`config.mk`:
```
export PLATFORM = sky130hd
export DESIGN_NAME = pgs_frame
export DESIGN_NICKNAME = d
export VERILOG_FILES = /design/src/pgs_sync.sv /design/src/pgs_frame.sv
export SDC_FILE = /design/constraint.sdc
export NUM_CORES = 1
export LEC_CHECK = 0
export BUFFER_PORTS_ARGS = -buffer_cell sky130_fd_sc_hd__buf_4
export CAP_MARGIN = 20
export CORE_MARGIN = 2
export CORE_UTILIZATION = 25
export CTS_BUF_LIST = sky130_fd_sc_hd__clkbuf_4 sky130_fd_sc_hd__clkbuf_8 sky130_fd_sc_hd__clkbuf_16
export DETAILED_ROUTE_END_ITERATION = 8
export PLACE_DENSITY_LB_ADDON = 0.05
export SLEW_MARGIN = 20
export SYNTH_ARGS = -nofsm -noshare
export SYNTH_HDL_FRONTEND = slang
export SYNTH_SLANG_ARGS = --single-unit
export TNS_END_PERCENT = 10
```
`constraint.sdc`:
```
create_clock -name core_clk -period 2.2 [get_ports core_clk]
set_input_delay 0 -clock core_clk [delete_from_list [all_inputs] [get_ports core_clk]]
set_output_delay 0 -clock core_clk [all_outputs]
set_load 0.1 [all_outputs]
```
`src/pgs_sync.sv`:
```
package pgs_pkg;
   localparam int unsigned FRAME_BITS = 16;
   localparam int unsigned CNT_W = 4;
   localparam logic [3:0] CNT_ZERO = 4'h0;
   localparam logic [15:0] CMD_NOP = 16'h1000;
   localparam logic [15:0] CMD_SDN_EXIT = 16'hF100;
   localparam logic [15:0] CMD_SDN_ENTER = 16'hF1F1;
   localparam logic [15:0] CMD_READ = 16'h7A00;
   localparam logic [7:0] CMD_WRITE_HI = 8'h3A;
   localparam int unsigned GAIN_POS = 4;
   localparam int unsigned CHAN_POS = 0;
   localparam logic [3:0] GAIN_RST = 4'h0;
   localparam logic [3:0] CHAN_RST = 4'h0;
   localparam logic SDN_RST = 1'b0;
   localparam logic [7:0] READ_PAD = 8'h00;
   localparam logic [15:0] TX_RST = 16'h0000;
   localparam logic [15:0] RX_RST = 16'h0000;

   typedef struct packed {
      logic sclk;
      logic cs_n;
      logic din;
   } pgs_pins_t;

   typedef struct packed {
      logic shutdown;
      logic [3:0] gain;
      logic [3:0] channel;
   } pgs_cfg_t;

   typedef enum logic [1:0] {
      PGS_CMD_OTHER,
      PGS_CMD_WRITE,
      PGS_CMD_READ,
      PGS_CMD_SDN
   } pgs_kind_t;
endpackage : pgs_pkg

`timescale 1ns/1ps
`default_nettype none
module pgs_sync
   import pgs_pkg::*;
(
   input wire logic core_clk,
   input wire logic srst,
   input wire logic clk_en,
   input wire pgs_pins_t pins_async,
   output pgs_pins_t pins_sync
);
   pgs_pins_t meta_r;

   // Idle levels: chip select high, data low
   always_ff @(posedge core_clk) begin
      if (srst) begin
         meta_r <= '{sclk: 1'b0, cs_n: 1'b1, din: 1'b0};
         pins_sync <= '{sclk: 1'b0, cs_n: 1'b1, din: 1'b0};
      end else if (clk_en) begin
         meta_r <= pins_async;
         pins_sync <= meta_r;
      end
   end
endmodule : pgs_sync
`default_nettype wire

```
`src/pgs_frame.sv`:
```
`timescale 1ns/1ps
`default_nettype none
// Summary of operation
// Serial modes 0,0 (clock idles low) and 1,1 (clock idles high) are both accepted.
// Input data is sampled on rising serial clock edges and output data changes on falling ones.
// Phase zero samples on the first edge after select, phase one on the second edge.
// A frame whose clock count is not a nonzero multiple of 16 is ignored and changes nothing.
// Every chip-select assertion restarts the bit counter so a short frame resynchronises.
// A received frame is committed only at chip-select rise and only if it passed the length check.
// The serial output is released while chip select is high and driven only while it is low.
// Shutdown-enter sets shutdown; shutdown-exit clears it keeping the config, and any valid write clears it while loading new config.
// Reset clears gain and channel to zero, which is gain one and channel zero.
// A no-operation command leaves configuration and shutdown unchanged.
// After a valid read frame the 16-bit register is shifted out MSB first in the next frame.
module pgs_frame
   import pgs_pkg::*;
(
   input wire logic core_clk,
   input wire logic srst,
   input wire logic clk_en,
   input wire logic sclk_pin,
   input wire logic cs_n_pin,
   input wire logic din_pin,
   output logic dout_o,
   output logic dout_oe_n,
   output pgs_cfg_t cfg_r
);
   pgs_pins_t pins_s;
   logic sclk_d_r;
   logic cs_n_d_r;
   logic [CNT_W-1:0] bit_cnt_r;
   logic any_clk_r;
   logic [FRAME_BITS-1:0] rx_r;
   logic [FRAME_BITS-1:0] tx_r;
   logic din_cap_r;
   logic read_pend_r;
   logic sclk_rise;
   logic sclk_fall;
   logic cs_fall;
   logic cs_rise;
   logic len_ok;
   pgs_kind_t kind;
   pgs_pins_t pins_a;

   function automatic pgs_kind_t cmd_kind(input logic [FRAME_BITS-1:0] w);
      if (w[15:8] == CMD_WRITE_HI) begin
         cmd_kind = PGS_CMD_WRITE;
      end else if (w == CMD_READ) begin
         cmd_kind = PGS_CMD_READ;
      end else if (w == CMD_SDN_ENTER || w == CMD_SDN_EXIT) begin
         cmd_kind = PGS_CMD_SDN;
      end else begin
         cmd_kind = PGS_CMD_OTHER;
      end
   endfunction : cmd_kind

   assign pins_a = '{sclk: sclk_pin, cs_n: cs_n_pin, din: din_pin};

   pgs_sync u_sync (
      .core_clk(core_clk),
      .srst(srst),
      .clk_en(clk_en),
      .pins_async(pins_a),
      .pins_sync(pins_s)
   );

   always_ff @(posedge core_clk) begin
      if (srst) begin
         sclk_d_r <= 1'b0;
         cs_n_d_r <= 1'b1;
      end else if (clk_en) begin
         sclk_d_r <= pins_s.sclk;
         cs_n_d_r <= pins_s.cs_n;
      end
   end

   // Rising edges only count while selected; in mode 1,1 the idle-high clock
   // gives its leading falling edge first, so that edge is never sampled
   assign sclk_rise = pins_s.sclk && !sclk_d_r && !pins_s.cs_n;
   assign sclk_fall = !pins_s.sclk && sclk_d_r && !pins_s.cs_n && any_clk_r;
   assign cs_fall = !pins_s.cs_n && cs_n_d_r;
   assign cs_rise = pins_s.cs_n && !cs_n_d_r;
   assign len_ok = any_clk_r && (bit_cnt_r == CNT_ZERO);
   assign kind = cmd_kind(rx_r);

   // Counter wraps modulo 16; any_clk_r rules out an empty frame
   always_ff @(posedge core_clk) begin
      if (srst) begin
         bit_cnt_r <= CNT_ZERO;
         any_clk_r <= 1'b0;
      end else if (clk_en) begin
         if (cs_fall) begin
            bit_cnt_r <= CNT_ZERO;
            any_clk_r <= 1'b0;
         end else if (sclk_rise) begin
            bit_cnt_r <= bit_cnt_r + 1'b1;
            any_clk_r <= 1'b1;
         end
      end
   end

   always_ff @(posedge core_clk) begin
      if (srst) begin
         rx_r <= RX_RST;
         din_cap_r <= 1'b0;
      end else if (clk_en && sclk_rise) begin
         rx_r <= {rx_r[FRAME_BITS-2:0], pins_s.din};
         din_cap_r <= pins_s.din;
      end
   end

   // Output chain doubles as the 16-bit daisy-chain delay line
   always_ff @(posedge core_clk) begin
      if (srst) begin
         tx_r <= TX_RST;
      end else if (clk_en) begin
         if (cs_fall) begin
            tx_r <= read_pend_r ? {READ_PAD, cfg_r.gain, cfg_r.channel} : TX_RST;
         end else if (sclk_fall) begin
            tx_r <= {tx_r[FRAME_BITS-2:0], din_cap_r};
         end
      end
   end

   always_ff @(posedge core_clk) begin
      if (srst) begin
         dout_o <= 1'b0;
         dout_oe_n <= 1'b1;
      end else if (clk_en) begin
         dout_oe_n <= pins_s.cs_n;
         if (cs_fall) begin
            dout_o <= 1'b0;
         end else if (sclk_fall) begin
            dout_o <= tx_r[FRAME_BITS-1];
         end else if (!pins_s.cs_n && !any_clk_r) begin
            dout_o <= tx_r[FRAME_BITS-1];
         end
      end
   end

   // Read request lives only until the next valid frame commits
   always_ff @(posedge core_clk) begin
      if (srst) begin
         read_pend_r <= 1'b0;
      end else if (clk_en && cs_rise && len_ok) begin
         read_pend_r <= (kind == PGS_CMD_READ);
      end
   end

   // Gain and channel survive shutdown so exit restores them
   always_ff @(posedge core_clk) begin
      if (srst) begin
         cfg_r <= '{shutdown: SDN_RST, gain: GAIN_RST, channel: CHAN_RST};
      end else if (clk_en && cs_rise && len_ok) begin
         case (kind)
            PGS_CMD_WRITE: begin
               cfg_r.gain <= rx_r[GAIN_POS+:4];
               cfg_r.channel <= rx_r[CHAN_POS+:4];
               cfg_r.shutdown <= 1'b0;
            end
            PGS_CMD_SDN: begin
               cfg_r.shutdown <= (rx_r == CMD_SDN_ENTER);
            end
            default: begin
               cfg_r <= cfg_r;
            end
         endcase
      end
   end
endmodule : pgs_frame
`default_nettype wire

```
==> results of run 1 <==
-- logic make-up after synthesis --
group / Yosys count
fa+ha+maj: 2
xor+xnor: 1
buf+inv: 20
compound gates: 50
simple gates: 126
flops: 56
mux: 15
-- worst reg2reg max path, delay by kind of cell, from the launching register on --
| kind | cells | cell delay (ps) |
|---|---|---|
| AND/OR/NAND/NOR | 3 | 900 |
| AO/OA/AOI/OAI | 1 | 110 |
| flip-flops | 1 | 370 |
| multiplexers | 1 | 340 |
-- stage by stage --
step | utilization [%] | power (mW)
6_report | 29.2 | 1.70
4_1_cts | 29.2 | 1.74
2_1_floorplan | - | 1.13
3_3_place_gp | 28.0 | 1.16
5_1_grt | 29.2 | 1.80
3_5_place_dp | 28.0 | 1.16
-- routing by layer --
metal  GRT usage (%)  part of all wire, %  vias up  wire [um]
met5               0                    0        -          0
met4            3.48                  1.0        0         56
met3            2.77                  2.5        4        138
met2            16.7                   43       16       2320
met1            16.7                   54      846       2910
li1                -                    -      961          -
-- placed cells by master (no fill, tap or decap), drive strengths merged, types with 4 or more instances in the layout --
| cell | n |
|---|---|
| nor2 | 28 |
| nor3 | 4 |
| a21oi | 29 |
| nand3 | 19 |
| nand2 | 53 |
| mux2i | 13 |
| nor2b | 7 |
| a311oi | 8 |
| dfxtp | 56 |
| clkbuf | 6 |
| buf | 23 |
-- power by group through the flow --
stage	combinational (mW)	clock, mW	sequential [mW]
final	0.102	0.560	1.04
after global routing	0.113	0.644	1.04
after CTS	0.104	0.601	1.04
after detailed placement	0.0999	0	1.06
after global placement	0.100	0	1.06
after floorplan	0.0642	0	1.07
-- flip-flops by register name, indices dropped and copies added (netlist names) --
name              cells
dout_o                1
u_sync.meta_r         3
bit_cnt_r             4
any_clk_r             1
sclk_d_r              1
dout_oe_n             1
tx_r                 16
rx_r                 16
u_sync.pins_sync      3
cfg_r                 9
read_pend_r           1
-- how the worst max path moves through the flow --
stage	start	endpoint	slack, ps	depth (start not counted)
2_1_floorplan	dout_oe_n	bit_cnt_r[2]	50	6
3_3_place_gp	rx_r[1]	cfg_r[8]	420	5
5_1_grt	rx_r[14]	cfg_r[8]	300	5
6_report	rx_r[1]	cfg_r[8]	390	5
3_5_place_dp	rx_r[1]	cfg_r[8]	400	5
4_1_cts	rx_r[1]	cfg_r[8]	370	5
-- repair_timing --
| item | 4_1_cts | 5_1_grt |
|---|---|---|
| endpoints found under the hold margin | 3 | 0 |
| hold buffers | 3 | 0 |
| resized for setup | 0 | 0 |
-- layout make-up --
cell class              count  area, um^2
flip-flops and latches     56        1120
clock buffers               6        76.3
multi-input cells         194        1120
inverters                   3        11.3
fillers                   998        6480
repair buffers             26         203
well taps                 111         139
clock inverters             1        5.00
==> results.yml, run 1 <==
sta:
  hold-worst-slack_ps: 30.8
  max_freq_ghz: 0.551
  fin_crit_ps: 1810
  grt_setup_unrepaired: "no"
  hold_viol_final: 0
  setup_viol: 0
  tightest_slew_ps: 707
  drv_slew: 0
  finalCritPeriodShare_pct: 82.5
  skew_ps: 8.25
  worst_slack_ps: 385
  setup_tns_ps: 0
  relSlewSlack_pct: 52.8
hold_path:
  hold_path_end: "any_clk_r"
  worstHoldStart: "clk_en"
  min_path_cells: 2
  hold_class: "input pin to register"
worst_setup_path:
  cpMaxStageDelayCell: "or4_4"
  path_buf_inv: 0
  r2r_cells: 5
  path_max_fanout: 4
  r2r_setup_slack_ps: 390
  crit_family: "simple AND/OR/NAND/NOR gates"
  start_kind: "register"
  cp-end-kind: "register"
  criticalPathCategory: "register to register"
  crit_path_cell_trace: "nor4b_4, nand2_1, or4_4, o211ai_1, mux2_1"
  rr_startpoint: "rx_r[1]"
  arrival_ps: 2020
  critPathMaxStageDelay_ps: 510
  worstPathRequired_ps: 2400
  timing.rr.end: "cfg_r[8]"
finish:
  nets: 294
  diodes: 0
  finalNonFillerCells: 397
  area.growth.synth_to_final_pct: 14.5
  final_cell_area_um2: 2670
  drive_gt1_share_pct: 12.6
synthesis:
  synth_area_leader_cell: "dfxtp_1"
  synth-simple-area-share_pct: 26.6
  netlist_top_cells_area: "dfxtp_1 (48%), nand2_1 (8.5%), a21oi_1 (6.2%)"
  synthMuxAreaShare_pct: 6.54
  synth_nets: 278
  yosys_warnings: 0
  ys_ff_latch: 56
  synth_compound_area_share_pct: 13.3
  synthDistinctLibCells: 41
  yosysSeqAreaShare_pct: 48.0
  synth_xor_area_share_pct: 0.375
  synthTopCellsByCount: "dfxtp_1 (56), nand2_1 (53), a21oi_1 (29)"
  synth_top_family_by_area: "simple AND/OR/NAND/NOR gates"
  synthFlopType: "dfxtp_1"
  yosysMostFrequentCell: "dfxtp_1"
  synthArstFlopShare_pct: 0
  synth-edff-count: 0
  netlist_instances: 270
  synth.avg_cell_area_um2: 8.64
  synth_top_area_share_pct: 48.0
  synth_fa_ha_area_share_pct: 1.07
  syn_area_um2: 2330
floorplanning:
  die_w_um: 101
  rows: 35
  dieArea_um2: 10100
  die_y_um: 101
  start_util_pct: 25.5
  core_um2: 9150
  ios: 17
clock_tree:
  clkSinkCount: 56
  numCtsBuffers: 5
  clockBufferDepth: 2
  cts-root-buf: "clkbuf_8"
  clk-insertion-delay-late_ps: 310
  postCtsSetupBuffers: 0
  path_clk_slew_ps: 100
  htreeDepth: 2
  cts_tree: "built"
drt:
  via_count: 1827
  routedWlPerCell_um: 13.7
  finalWirelength_mm: 5.42
  viasPerCell: 4.60
  first_iter_violations: 45
  post-route-drc-count: 0
  drt_pre_antenna_iters: 4
  antenna_left: 0
power:
  ir_drop_uv: 256
  pwr-share-clk_pct: 33.0
  powerDensity_nw_per_um2: 636
  p_int_mw: 1.29
  comb_power_share_pct: 6.0
  swShare_pct: 23.9
  seq_power_share_pct: 61.1
  p_sw_mw: 0.406
  leakage_nw: 0.957
placement:
  port_buffers: 16
  placed_area_um2: 2560
  gp_congestion: 0.686
  dpl_worst_slack_ps: 400
  dp_cells: 387
  hpwl_mm: 3.51
grt:
  grt_max_degree: 58
  grt_overflow_total: 0
  grtUsageTotal_pct: 11.5
  grt_pass1_vias: 1761
  grt_pass1_wl_mm: 9.08
  antenna_found_initial: 0
run:
  cap_violations: 0
status:
  outcome: "finished clean"
Note: power is estimated with default switching activity, not from simulation.
==> run 2: changes to the inputs <==
- clock period: 2.2 -> 1.9 ns (I/O delays scaled with it)
==> run 2 against run 1 <==
Effect of this change:
- combinational power increased by 15%
- utilization increased by 0.68 points
- register-to-register slack got worse by 280 ps
- setup slack got worse by 280 ps
- cell count increased by 1.5%
- non-clock buffer count increased by 5
- critical path type unchanged
- largest cell class unchanged
- largest power group unchanged
==> results.yml, run 2 (synthesis gave the netlist of run 1 again) <==
sta:
  max_freq_ghz: 0.558
  tightest_slew_ps: 633
  skew_ps: 4.51
  worst_slack_ps: 109
  setup_tns_ps: 0
  relSlewSlack_pct: 57.8
  grt_setup_unrepaired: "no"
  fin_crit_ps: 1790
  finalCritPeriodShare_pct: 94.3
  hold-worst-slack_ps: 32.4
  setup_viol: 0
  hold_viol_final: 0
  drv_slew: 0
power:
  total_power_mw: 2.03
  p_int_mw: 1.56
  leakage_nw: 0.988
  powerDensity_nw_per_um2: 741
  pwr-share-clk_pct: 34.9
  comb_power_share_pct: 5.8
  p_sw_mw: 0.468
  swShare_pct: 23.1
  seq_power_share_pct: 59.4
  ir_drop_uv: 257
finish:
  layout_commonest_cell: "dfxtp_1"
  area.growth.synth_to_final_pct: 17.2
  diodes: 0
  final_cell_area_um2: 2740
  nFillCells: 998
  seq_area_um2: 1120
  multi_input_area_um2: 1120
  top_regs: "rx_r x16, tx_r x16, cfg_r x9"
  drive_gt1_share_pct: 15.4
  mostFrequentLayoutCells: "dfxtp_1 (54), nand2_1 (53), a21oi_1 (29), buf_4 (28), nor2_1 (27)"
  nets: 299
placement:
  dpl_worst_slack_ps: 81.9
  hpwl_mm: 3.59
  port_buffers: 16
  placed_area_um2: 2600
  gp_congestion: 0.720
worst_setup_path:
  cp-end-kind: "register"
  path_max_fanout: 4
  cpMaxStageDelayCell: "or4_4"
  start_kind: "register"
  crit_path_cell_trace: "nor4b_4, nand2_1, or4_4, o211ai_1, mux2_1"
  critPathMaxStageDelay_ps: 510
  arrival_ps: 1990
  criticalPathCategory: "register to register"
  worstPathRequired_ps: 2100
grt:
  grtUsageTotal_pct: 11.5
  grt_pass1_wl_mm: 9.25
  antenna_found_initial: 0
  grt_max_degree: 58
  grt_overflow_total: 0
  grt_pass1_vias: 1803
drt:
  first_iter_violations: 58
  antenna_left: 0
  drt_pre_antenna_iters: 4
  post-route-drc-count: 0
  finalWirelength_mm: 5.44
  viasPerCell: 4.57
  via_count: 1843
  routedWlPerCell_um: 13.5
floorplanning:
  die_w_um: 101
  ios: 17
  dieArea_um2: 10100
  rows: 35
  core_um2: 9150
  start_util_pct: 25.5
  die_y_um: 101
clock_tree:
  cts_tree: "built"
  clk-insertion-delay-late_ps: 310
  clockBufferDepth: 2
  htreeDepth: 2
  path_clk_slew_ps: 100
  cts-root-buf: "clkbuf_8"
  numCtsBuffers: 5
  clkSinkCount: 56
  postCtsSetupBuffers: 0
hold_path:
  hold_class: "input pin to register"
run:
  cap_violations: 0
status:
  outcome: "finished clean"
-- run 2: changes by cell type in the layout (fill, tap and decap cells not counted), sizes merged --
cell    change
clkinv      -1
clkbuf      +2
buf         +5
-- run 2: what timing repair did --
action	in CTS	in global routing
endpoints found under the hold margin	3	0
endpoints found under the setup margin	0	2
gates resized for setup	0	2
hold buffers	3	0
-- run 2: per-stage QoR --
stage / std cells / utilization, %
final: 403 / 29.9
after global routing: 403 / 29.9
after CTS: 403 / 29.8
after detailed placement: 392 / 28.4
after global placement: 392 / 28.4
after floorplan: 270 / -
-- run 2: routing by layer --
metal  vias to the layer above  wire [um]  global-route usage, %
li1                        974          -                      -
met1                       852       2950                   16.6
met2                        12       2310                   17.1
met3                         5        113                   2.64
met4                         0         70                   3.48
met5                         -          0                      0
-- run 2: worst max-delay path: cells and delay by family, from the launching register on --
family | cells | cell delay (ps)
AOI/OAI and AO/OA | 1 | 110
and+or+nand+nor | 3 | 880
muxes | 1 | 330
DFF | 1 | 360
-- run 2: area by class of cell --
cell class / instances / area share [%]
inverter: 3 / 0.412
multi-input combinational: 194 / 41.1
sequential: 56 / 41.1
tap: 111 / 5.08
timing repair buffer: 31 / 8.78
clock buffer: 8 / 3.57
-- run 2: power groups by stage --
stage               logic (mW)  registers [mW]  clock network (mW)
detailed placement       0.114            1.23                   0
floorplan               0.0743            1.23                   0
global route             0.131            1.21               0.789
finish                   0.117            1.20               0.707
CTS                      0.119            1.20               0.751
global placement         0.114            1.23                   0
-- run 2: final timing paths --
kind	start	end	slack, ps	cells after the start
min	clk_en	any_clk_r	30	2
min reg2reg	tx_r[13]	tx_r[13]	460	2
max reg2reg	rx_r[2]	cfg_r[8]	110	5
max	rx_r[2]	cfg_r[8]	110	5
